**config.mk**
```make
export PLATFORM = sky130hd
export DESIGN_NAME = psr_regs
export DESIGN_NICKNAME = d
export VERILOG_FILES = /design/src/verilog/psr_pkg.sv /design/src/verilog/psr_regs.sv
export SDC_FILE = /design/constraint.sdc
export NUM_CORES = 1
export LEC_CHECK = 0
export ABC_CLOCK_PERIOD_IN_PS = 33800
export BUFFER_PORTS_ARGS = -buffer_cell sky130_fd_sc_hd__buf_2
export CAP_MARGIN = 5
export CORE_AREA = 10 10 144 146
export DETAILED_ROUTE_END_ITERATION = 10
export DIE_AREA = 0 0 154 156
export GPL_TIMING_DRIVEN = 0
export MAX_ROUTING_LAYER = met4
export PLACE_DENSITY_LB_ADDON = 0.05
export SLEW_MARGIN = 5
export SYNTH_ARGS = -nofsm -noshare
export SYNTH_HDL_FRONTEND = slang
export SYNTH_SLANG_ARGS = --single-unit
```
**constraint.sdc**
```tcl
create_clock -name clk_sys -period 33.8 [get_ports clk_sys]
set_clock_uncertainty 0.15 [all_clocks]
set_input_delay 8.45 -clock clk_sys [delete_from_list [all_inputs] [get_ports clk_sys]]
set_output_delay 8.45 -clock clk_sys [all_outputs]
set_load 0.01 [all_outputs]
```
**src/verilog/psr_pkg.sv**
```systemverilog
// Shared constants, carrier structs and state codes for the proximity status and result bank.
package psr_pkg;
    // Register addresses on the serial bus.
    localparam logic [7:0] REG_REVISION = 8'h91;
    localparam logic [7:0] REG_DEVTYPE = 8'h92;
    localparam logic [7:0] REG_FLAGS = 8'h9b;
    localparam logic [7:0] REG_RES_LOW = 8'h9c;
    localparam logic [7:0] REG_RES_HIGH = 8'h9d;
    localparam logic [7:0] REG_VERSION = 8'ha6;
    localparam logic [7:0] REG_SOFT_RESET = 8'ha8;
    // Bit positions inside the event flag register and the soft reset register.
    localparam int FLG_ABOVE = 7;
    localparam int FLG_BELOW = 6;
    localparam int FLG_SAT = 5;
    localparam int FLG_EVENT = 4;
    localparam int FLG_CALIB = 3;
    localparam int FLG_ZERO = 2;
    localparam int FLG_REFLECT = 1;
    localparam int FLG_AMBIENT = 0;
    localparam int SOFT_RESET_BIT = 0;
    // Reset values and the pulse count floor.
    localparam logic [7:0] FLAGS_RESET = 8'h00;
    localparam logic [7:0] RESULT_RESET = 8'h00;
    localparam logic [7:0] SOFT_CTRL_RESET = 8'h00;
    localparam logic [6:0] PULSE_RESET = 7'h10;
    localparam logic [6:0] PULSE_MIN = 7'h01;
    localparam logic [3:0] PERSIST_RESET = 4'h0;
    // Pulse control thresholds on the raw converter value.
    localparam logic [9:0] NEAR_SAT = 10'h300;
    localparam logic [9:0] LOW_SIGNAL = 10'h100;
    // Serial engine bit counts.
    localparam logic [3:0] BYTE_BITS = 4'h8;
    localparam logic [3:0] LAST_BIT = 4'h7;

    // One measurement report and the asynchronous events of the front end.
    typedef struct packed {
        logic done;
        logic [9:0] adc;
        logic [6:0] pulses;
        logic ambient_sat;
        logic reflect_sat;
        logic calib_done;
        logic zero_detect;
    } psr_meas_t;

    // Configuration bits held in registers outside this bank.
    typedef struct packed {
        logic apc_disable;
        logic read_clear;
        logic sleep_after_event;
        logic prox_event_enable;
        logic power_on_enable;
        logic auto_offset_trim;
        logic [7:0] low_threshold_byte;
        logic [7:0] high_threshold_byte;
        logic [3:0] persist;
        logic [6:0] max_pulses;
    } psr_cfg_t;

    // Serial engine states.
    typedef enum logic [6:0] {
        ST_IDLE = 7'h01,
        ST_ADDR = 7'h02,
        ST_ACK = 7'h04,
        ST_PTR = 7'h08,
        ST_WDATA = 7'h10,
        ST_READ = 7'h20,
        ST_RACK = 7'h40
    } psr_state_t;
endpackage

```
**src/verilog/psr_regs.sv**
```systemverilog
// Status flags, proximity result bank and soft reset behind a serial register port.
`timescale 1ns/100ps
module psr_regs #(
    parameter logic [6:0] DEV_ADDR = 7'h2a,
    parameter logic [7:0] REVISION_CODE = 8'h13, // Arbitrary value.
    parameter logic [7:0] DEVICE_TYPE_CODE = 8'h5c, // Arbitrary value.
    parameter logic [7:0] VERSION_CODE = 8'h07 // Arbitrary value.
) (
    // Clock and reset.
    input wire logic clk_sys,
    input wire logic reset,
    // Serial bus pins.
    input wire logic scl_in,
    input wire logic sda_in,
    output logic sda_out,
    output logic sda_oe,
    // Front end and configuration.
    input wire psr_pkg::psr_meas_t meas,
    input wire psr_pkg::psr_cfg_t cfg,
    // Status to the rest of the device.
    output logic [7:0] event_flags,
    output logic [6:0] pulse_count,
    output logic osc_enable
);
    import psr_pkg::*;

    // Pulse-scaled result; a zero pulse count is treated as one.
    function automatic logic [13:0] scale_result(input logic [9:0] adc, input logic [6:0] pulses);
        logic [13:0] num;
        logic [6:0] den;
        num = {adc, 4'h0};
        den = (pulses == 7'h00) ? PULSE_MIN : pulses;
        return num / {7'h00, den};
    endfunction

    logic scl_s1, scl_s2, scl_s3, sda_s1, sda_s2, sda_s3;
    logic scl_rise, scl_fall, bus_start, bus_stop;
    psr_state_t state_reg;
    logic [3:0] cnt_reg;
    logic [7:0] shift_reg, ptr_reg, rd_data, wdata;
    logic rw_reg, first_reg, rd_stb, wr_stb, soft_hit, rst_any;
    logic [7:0] flags_reg, flags_next, flag_set, flag_clr, soft_ctrl_reg;
    logic [7:0] res_low_reg, res_high_reg, high_shadow_reg;
    logic [13:0] scaled;
    logic [7:0] cmp_val;
    logic val_above, val_below, evt_hit, sat_seen_reg, soft_sleep_reg, pon_q;
    logic [3:0] persist_reg, persist_next;
    logic [6:0] pulse_reg;
    logic sda_out_reg, sda_oe_reg, osc_reg, sai_halt;

    // Two-stage synchronisers on the pins, plus a third stage for edge finding.
    always_ff @(posedge clk_sys) begin
        if (reset) begin
            {scl_s1, scl_s2, scl_s3} <= 3'h7;
            {sda_s1, sda_s2, sda_s3} <= 3'h7;
        end else begin
            {scl_s1, scl_s2, scl_s3} <= {scl_in, scl_s1, scl_s2};
            {sda_s1, sda_s2, sda_s3} <= {sda_in, sda_s1, sda_s2};
        end
    end

    // Bus conditions seen on the synchronised lines.
    assign scl_rise = scl_s2 & ~scl_s3;
    assign scl_fall = ~scl_s2 & scl_s3;
    assign bus_start = scl_s2 & scl_s3 & sda_s3 & ~sda_s2;
    assign bus_stop = scl_s2 & scl_s3 & ~sda_s3 & sda_s2;
    assign wdata = shift_reg;

    // Register accesses: a read happens when a byte is loaded for sending.
    assign rd_stb = scl_fall & ((state_reg == ST_ACK & rw_reg) | state_reg == ST_RACK);
    assign wr_stb = scl_fall & state_reg == ST_WDATA & cnt_reg == BYTE_BITS;
    assign soft_hit = wr_stb & ptr_reg == REG_SOFT_RESET & wdata[SOFT_RESET_BIT];
    assign rst_any = reset | soft_hit;

    // Serial slave engine: address, pointer, write bytes and read bytes.
    always_ff @(posedge clk_sys) begin
        if (reset) begin
            state_reg <= ST_IDLE;
            cnt_reg <= 4'h0;
            shift_reg <= 8'h00;
            ptr_reg <= 8'h00;
            rw_reg <= 1'b0;
            first_reg <= 1'b0;
            sda_oe_reg <= 1'b0;
        end else if (bus_start) begin
            state_reg <= ST_ADDR;
            cnt_reg <= 4'h0;
            sda_oe_reg <= 1'b0;
        end else if (bus_stop) begin
            state_reg <= ST_IDLE;
            sda_oe_reg <= 1'b0;
        end else begin
            case (state_reg)
                ST_ADDR, ST_PTR, ST_WDATA: begin
                    if (scl_rise) begin
                        shift_reg <= {shift_reg[6:0], sda_s2};
                        cnt_reg <= cnt_reg + 4'h1;
                    end else if (scl_fall && cnt_reg == BYTE_BITS) begin
                        state_reg <= ST_ACK;
                        sda_oe_reg <= 1'b1;
                        if (state_reg == ST_ADDR) begin
                            rw_reg <= shift_reg[0];
                            first_reg <= 1'b1;
                            if (shift_reg[7:1] != DEV_ADDR) begin
                                state_reg <= ST_IDLE;
                                sda_oe_reg <= 1'b0;
                            end
                        end else begin
                            first_reg <= 1'b0;
                            if (state_reg == ST_PTR) begin
                                ptr_reg <= shift_reg;
                            end else begin
                                ptr_reg <= ptr_reg + 8'h01;
                            end
                        end
                    end
                end
                ST_ACK: begin
                    if (scl_fall) begin
                        cnt_reg <= 4'h0;
                        sda_oe_reg <= 1'b0;
                        if (rw_reg) begin
                            state_reg <= ST_READ;
                            shift_reg <= rd_data;
                            sda_oe_reg <= ~rd_data[7];
                            ptr_reg <= ptr_reg + 8'h01;
                        end else begin
                            state_reg <= first_reg ? ST_PTR : ST_WDATA;
                        end
                    end
                end
                ST_READ: begin
                    if (scl_fall) begin
                        if (cnt_reg == LAST_BIT) begin
                            state_reg <= ST_RACK;
                            sda_oe_reg <= 1'b0;
                        end else begin
                            sda_oe_reg <= ~shift_reg[6];
                            shift_reg <= {shift_reg[6:0], 1'b0};
                            cnt_reg <= cnt_reg + 4'h1;
                        end
                    end
                end
                ST_RACK: begin
                    if (scl_rise && sda_s2) begin
                        state_reg <= ST_IDLE;
                    end else if (scl_fall) begin
                        state_reg <= ST_READ;
                        cnt_reg <= 4'h0;
                        shift_reg <= rd_data;
                        sda_oe_reg <= ~rd_data[7];
                        ptr_reg <= ptr_reg + 8'h01;
                    end
                end
                default: state_reg <= ST_IDLE;
            endcase
        end
    end

    // Read data selection; unmapped addresses read as zero.
    always_comb begin
        case (ptr_reg)
            REG_REVISION: rd_data = REVISION_CODE;
            REG_DEVTYPE: rd_data = DEVICE_TYPE_CODE;
            REG_FLAGS: rd_data = flags_reg;
            REG_RES_LOW: rd_data = res_low_reg;
            REG_RES_HIGH: rd_data = high_shadow_reg;
            REG_VERSION: rd_data = VERSION_CODE;
            REG_SOFT_RESET: rd_data = soft_ctrl_reg;
            default: rd_data = 8'h00;
        endcase
    end

    // Threshold comparison and persistence filtering of each measurement.
    always_comb begin
        scaled = scale_result(meas.adc, meas.pulses);
        cmp_val = cfg.apc_disable ? meas.adc[9:2] : scaled[13:6];
        val_above = cmp_val > cfg.high_threshold_byte;
        val_below = cmp_val < cfg.low_threshold_byte;
        persist_next = 4'h0;
        if (val_above || val_below) begin
            persist_next = (persist_reg == 4'hf) ? persist_reg : persist_reg + 4'h1;
        end
        evt_hit = meas.done & (val_above | val_below) & (persist_next >= cfg.persist);
    end

    // Flag set and clear terms; a set in the same cycle beats a clear.
    always_comb begin
        flag_set = 8'h00;
        flag_set[FLG_EVENT] = evt_hit;
        flag_set[FLG_ABOVE] = evt_hit & val_above;
        flag_set[FLG_BELOW] = evt_hit & val_below;
        flag_set[FLG_SAT] = meas.done & (sat_seen_reg | meas.ambient_sat | meas.reflect_sat);
        flag_set[FLG_CALIB] = meas.calib_done;
        flag_set[FLG_ZERO] = meas.zero_detect & cfg.auto_offset_trim;
        flag_set[FLG_REFLECT] = meas.reflect_sat;
        flag_set[FLG_AMBIENT] = meas.ambient_sat;
        flag_clr = (wr_stb && ptr_reg == REG_FLAGS) ? wdata : 8'h00;
        if (rd_stb && ptr_reg == REG_FLAGS && cfg.read_clear) begin
            flag_clr = 8'hff;
        end
        flags_next = (flags_reg & ~flag_clr) | flag_set;
        flags_next[FLG_ABOVE] = flags_next[FLG_ABOVE] & flags_next[FLG_EVENT];
        flags_next[FLG_BELOW] = flags_next[FLG_BELOW] & flags_next[FLG_EVENT];
    end

    // Flag register, persistence count and saturation memory.
    always_ff @(posedge clk_sys) begin
        if (rst_any) begin
            flags_reg <= FLAGS_RESET;
            persist_reg <= PERSIST_RESET;
            sat_seen_reg <= 1'b0;
        end else begin
            flags_reg <= flags_next;
            if (meas.done) begin
                persist_reg <= persist_next;
                sat_seen_reg <= 1'b0;
            end else if (meas.ambient_sat || meas.reflect_sat) begin
                sat_seen_reg <= 1'b1;
            end
        end
    end

    // Result bytes and the high byte latched by a low byte read.
    always_ff @(posedge clk_sys) begin
        if (rst_any) begin
            res_low_reg <= RESULT_RESET;
            res_high_reg <= RESULT_RESET;
            high_shadow_reg <= RESULT_RESET;
        end else begin
            if (meas.done && cfg.apc_disable) begin
                res_low_reg <= meas.adc[9:2];
                res_high_reg <= {6'h00, meas.adc[1:0]};
            end else if (meas.done) begin
                res_low_reg <= scaled[7:0];
                res_high_reg <= {2'h0, scaled[13:8]};
            end
            if (rd_stb && ptr_reg == REG_RES_LOW) begin
                high_shadow_reg <= res_high_reg;
            end
        end
    end

    // Pulse count for the next measurement; strong signal halves it.
    always_ff @(posedge clk_sys) begin
        if (rst_any) begin
            pulse_reg <= PULSE_RESET;
        end else if (meas.done) begin
            if (cfg.apc_disable) begin
                pulse_reg <= cfg.max_pulses;
            end else if (meas.adc >= NEAR_SAT) begin
                pulse_reg <= (pulse_reg > PULSE_MIN) ? (pulse_reg >> 1) : PULSE_MIN;
            end else if (meas.adc < LOW_SIGNAL && pulse_reg < cfg.max_pulses) begin
                pulse_reg <= pulse_reg + 7'h01;
            end
        end
    end

    // Soft reset control register; its own bit returns to default at once.
    always_ff @(posedge clk_sys) begin
        if (rst_any) begin
            soft_ctrl_reg <= SOFT_CTRL_RESET;
        end else if (wr_stb && ptr_reg == REG_SOFT_RESET) begin
            soft_ctrl_reg <= wdata;
        end
    end

    // Oscillator control: soft sleep until power-on rises, halt after event.
    assign sai_halt = cfg.sleep_after_event & cfg.prox_event_enable & flags_reg[FLG_EVENT];
    always_ff @(posedge clk_sys) begin
        if (reset) begin
            soft_sleep_reg <= 1'b0;
            pon_q <= 1'b0;
            osc_reg <= 1'b0;
        end else begin
            pon_q <= cfg.power_on_enable;
            if (soft_hit) begin
                soft_sleep_reg <= 1'b1;
            end else if (cfg.power_on_enable && !pon_q) begin
                soft_sleep_reg <= 1'b0;
            end
            osc_reg <= cfg.power_on_enable & ~soft_sleep_reg & ~sai_halt;
        end
    end

    // The data pin only ever pulls low.
    always_ff @(posedge clk_sys) begin
        sda_out_reg <= 1'b0;
    end

    assign sda_out = sda_out_reg;
    assign sda_oe = sda_oe_reg;
    assign event_flags = flags_reg;
    assign pulse_count = pulse_reg;
    assign osc_enable = osc_reg;

    logic no_evt;
    assign no_evt = ~(meas.done | meas.calib_done | meas.zero_detect | meas.ambient_sat
        | meas.reflect_sat);
endmodule // psr_regs

```
======== Word-level counts from Yosys, hierarchy flattened ========
Cells that the tools add are included.
word-level totals
  register bits ........................... 87
  latch bits .............................. 0
  bits in writable memories ............... 0
  memory bits (read-only) ................. 0
  input bits .............................. 59
  output and inout bits ................... 18
  logic and storage cells ................. 216
  memories ................................ 0
operators by class
  $add $sub $neg .......................... 4
  multiply operators ...................... 0
  div/mod/pow operators ................... 1
  $lt $le $gt $ge ......................... 7
  equality and inequality tests ........... 35
  shift-type cells ........................ 0
  muxes and demuxes ....................... 66
  bitwise gates (word level) .............. 44
  reductions and logical operators ........ 33
operators by type and width
  kind                                                                    number
  8-bit 2-to-1 mux                                                        20
  7-bit 2-to-1 mux                                                        11
  8-bit equality test (second input constant)                             7
  8-bit case mux with 7 select lines                                      1
  8-bit case mux with 4 select lines                                      1
  4-bit 2-to-1 mux                                                        7
  7-bit case mux with 4 select lines                                      1
  1-bit AND                                                               25
  8-bit case mux with 3 select lines                                      1
  6-bit AND reduction                                                     4
  2-bit != test (second input constant)                                   11
  4-bit != test (second input constant)                                   5
  10-bit AND reduction                                                    2
  4-bit case mux with 4 select lines                                      1
  14-bit by 7-bit divider with 14-bit output                              1
  1-bit 2-to-1 mux                                                        13
  6-bit 2-to-1 mux                                                        2
  1-bit inverter                                                          11
  10-bit >= comparator (second input constant)                            1
  1-bit logical AND                                                       10
  10-bit by 9-bit < comparator with 1-bit output (second input constant)  1
  4-bit by 1-bit adder with 4-bit output (second input constant)          2
  8-bit by 1-bit adder with 8-bit output (second input constant)          1
  8-bit AND                                                               1
  other kinds (35)                                                        50

======== Longest topological paths before layout ========
  depth after elaboration ................. 12
  depth in mapped cells ................... 125
  depth with buffers taken out ............ 118

======== Worst setup path after synthesis ========
No wires, ideal clock.
  kind .................................... input -> register
  start ................................... in meas[10] in the netlist's numbering
  end ..................................... reg res_low_reg[0]
  library setup time ...................... 0.135 ns
  arrival time ............................ 31.228 ns
  required time ........................... 33.515 ns
  path slack .............................. 2.287 ns
  stages .................................. 113
  buffers on the path ..................... 6
  cells stage by stage .................... buf_2 nor4_4 nand2_1 nor2_1 or2_2 clkbuf_1 clkinv_1 ha_1 a21oi_1 ha_1 or3_1 and3_1 nor3_1 or2_2 inv_1 ha_1 o211ai_1 a21boi_4 [... 77 more ...] nand2b_1 a21oi_1 nor2b_1 o21a_1 o21ai_0 nand2_1 a41oi_1 o21ai_0 and3b_1 buf_2 mux2i_1 o21ai_0 ha_1 nor3b_1 a211oi_1 nand3_1 a221oi_2 o32ai_1
between the ends
  cells in the longest elaborated chain, start to end .. 5
ends and longest elaborated chain
  item                                          RTL line         text
  start, declared                               psr_regs.sv:18   input wire psr_pkg::psr_meas_t meas,
  7-bit logical NOT                             psr_regs.sv:32   den = (pulses == 7'h00) ? PULSE_MIN : pulses;
  7-bit 2-to-1 mux *                            psr_regs.sv:32
  14-bit by 7-bit divider with 14-bit output *  psr_regs.sv:33   return num / {7'h00, den};
  8-bit 2-to-1 mux *                            psr_regs.sv:234  end else if (meas.done) begin
  8-bit 2-to-1 mux *                            psr_regs.sv:231  if (meas.done && cfg.apc_disable) begin
  end signal, assigned                          psr_regs.sv:232  res_low_reg <= meas.adc[9:2];
  end signal, assigned                          psr_regs.sv:235  res_low_reg <= scaled[7:0];
  end, declared                                 psr_regs.sv:43   logic [7:0] res_low_reg, res_high_reg, high_shadow_reg;
Mark *: on every way between the ends. The rest lies on a longest branch, timed or not. The select of a mux whose other input is x is not followed.
A chain may end at the register's enable or synchronous reset.

======== Final worst setup path ========
  start ................................... in meas[7] in the netlist's numbering
  end ..................................... reg res_low_reg[0]
The elaborated chain is that of the path after synthesis.

==> run_results.csv <==
group,metric,value,unit
outcome,status,"complete, no violations",
setup_path,worstPathRequired,33850,ps
floorplan,fp.dieH,156,um
drt,drc_errors,0,
grt,grt_pass1_wl,46300,um
clock_tree,path_clk_slew,60,ps
drt,dr.pass1.iters,5,
yosys,ys_types,95,
setup_path,start_kind,"input port",
yosys,synth_top_area_cell,"dfxtp_1",
setup_path,cp_max_fo,20,
setup_path,critical_path_class,"input port to flop",
sta,max_slew_margin,0.342,
yosys,yosysWarnings,0,
clock_tree,cts_tree,"built",
yosys,syn_area,0.00962,sq mm
yosys,syn_nets,1471,
grt,grt_use_total,0.234,
floorplan,die_x,154,um
grt,overflow,0,
drt,wl,28800,um
setup_path,critPathSlowestCell,"or4b_4",
cells_and_area,syn_to_final_growth,13.7,%
clock_tree,root_buffer,"clkbuf_16",
sta,min_period,32430,ps
yosys,synth_async_sr_flop_share,0,
worst_hold_path,min_path_type,"flop to flop",
grt,grt_pass1_vias,9184,
clock_tree,cts.sinks,87,
yosys,synth_cells,1303,
job,drv_cap,0,
placement,hpwl,22500,um
clock_tree,clockBufferDepth,2,
floorplan,dieArea,0.0240,sq mm
cells_and_area,mostFrequentLayoutCell,"nor2_1",
setup_path,cp_common_cell,"ha_1",
drt,routed_via_density,6.00,
clock_tree,cts_inserted_buffers,9,
yosys,synth-seq-area-share,0.181,
clock_tree,worstSkewPairLatency,340,ps
sta,drv_slew,0,
sta,setup_tns,0,ps
setup_path,crit_path_end_kind,"flop",
clock_tree,htreeDepth,3,
clock_tree,cts_hold_buffers,0,
cells_and_area,layout.nets,1576,
setup_path,cpPeakStageDelay,550,ps
sta,hold_violations,0,
sta,max_slew.worst_pin.slew,975,ps
drt,drt_iter0_markers,627,
floorplan,io_pins,77,
placement,io_buffers,73,
drt,vias,9865,
grt,grt_max_degree,21,
setup_path,worstPathArrival,32480,ps
placement,globalplace.congestion,0.953,
yosys,syn_area_per_cell,7.38,sq um
cells_and_area,drive_above_1_share,0.142,
grt,antenna_found_initial,1,
floorplan,core_area,0.0178,sq mm
sta,max_freq,30.8,MHz
yosys,synth_seq_cells,87,
drt,drtAntennaViolNets,0,
sta,finalCritPeriodShare,0.959,
yosys,synth_edf_count,0,
sta,finalSetupViolCount,0,
yosys,synthFlopType,"dfxtp_1",
drt,wl_per_cell,17.5,um
yosys,synth_top_area_frac,0.181,
yosys,yosys-top-cells-area,"dfxtp_1 18%, ha_1 14%, nor2_1 6.0%, a21oi_1 5.6%, nand2_1 5.0%",
floorplan,initial_utilization,0.539,
cells_and_area,final_cell_mix,"151 x nor2_1, 125 x nand2_1, 108 x ha_1",
floorplan,row_count,49,
-- area by class of cell --
class,instances,area [sq um]
Clock inverter,7,103
Multi-Input combinational cell,1100,7570
Fill cell,1746,6900
Antenna cell,1,2.50
Inverter,64,251
Clock buffer,9,225
Sequential cell,87,1740
Timing Repair Buffer,96,551
Tap cell,229,287
Buffer,50,214
-- critical path, delay by kind of cell --
kind / cells / cell delay (ps)
compound gates: 52 / 9380
simple gates: 34 / 7070
fa+ha+maj: 15 / 4460
mux: 6 / 1890
buf+inv: 8 / 1160
-- per-layer routing --
layer  part of all wire  GRT usage
met2               0.49      0.400
met5                  0          -
met4              0.018     0.0639
met1               0.45      0.286
met3              0.046     0.0248
-- synth_stat cells, types with 5 or more instances --
| cell | n |
|---|---|
| nor2_1 | 155 |
| nand2_1 | 128 |
| a21oi_1 | 108 |
| ha_1 | 108 |
| dfxtp_1 | 87 |
| o21ai_0 | 66 |
| inv_1 | 62 |
| clkbuf_1 | 44 |
| nor3_1 | 41 |
| mux2i_1 | 34 |
| nand3_1 | 33 |
| o21a_1 | 32 |
| a21o_1 | 30 |
| nand2b_1 | 25 |
| a211oi_1 | 22 |
| xnor2_1 | 21 |
| or2_2 | 18 |
| o31ai_1 | 17 |
| o211ai_1 | 16 |
| mux2_2 | 15 |
| nor2b_1 | 14 |
| xor2_1 | 14 |
| a31oi_1 | 13 |
| and3_1 | 11 |
| or3_1 | 11 |
| and2_1 | 10 |
| nand4_1 | 10 |
| nor4_1 | 10 |
| a22oi_1 | 7 |
| a222oi_1 | 6 |
| nand3b_1 | 6 |
| o21ai_1 | 6 |
| o21bai_1 | 6 |
| a32oi_1 | 5 |
| and4_1 | 5 |
| o22ai_1 | 5 |
-- metrics by stage --
stage          instance area (sq um)   util  setup slack, ps  hold slack [ps]  cells
6_report                       10900  0.613             1370              259   1643
3_3_place_gp                   10300  0.576            -2870              241   1605
2_1_floorplan                   9620      -             2290              239   1303
5_1_grt                        10900  0.613             -157              277   1643
4_1_cts                        10700  0.598             10.8              262   1623
3_5_place_dp                   10300  0.576            -3090              245   1605
-- logic make-up (layout without fill, tap and decap cells) --
family | after synthesis | in the layout | synth area share
simple gates | 503 | 503 | 0.258
xor+xnor | 35 | 35 | 0.0319
mux | 49 | 49 | 0.0529
other cells | 1 | 2 | 0.000390
buf+inv | 116 | 226 | 0.0472
fa+ha+maj | 109 | 109 | 0.143
flops | 87 | 87 | 0.181
compound gates | 403 | 403 | 0.286
-- worst paths after layout --
kind	start	endpoint	cells past startpoint	slack, ps
min reg2reg	scl_s1	scl_s2	1	260
min	scl_s1	scl_s2	1	260
max	meas[7]	res_low_reg[0]	115	1370
max reg2reg	state_reg[4]	cnt_reg[2]	9	29970
-- repair_timing --
item	4_1_cts	5_1_grt
endpoints found under the hold margin	0	0
buffers inserted	3	20
resized for setup	14	30
pin swaps	3	7
setup endpoints to repair	2	2
Power is not shown: default switching activity piles up to over one toggle a cycle in this logic, so the estimate is an artifact.
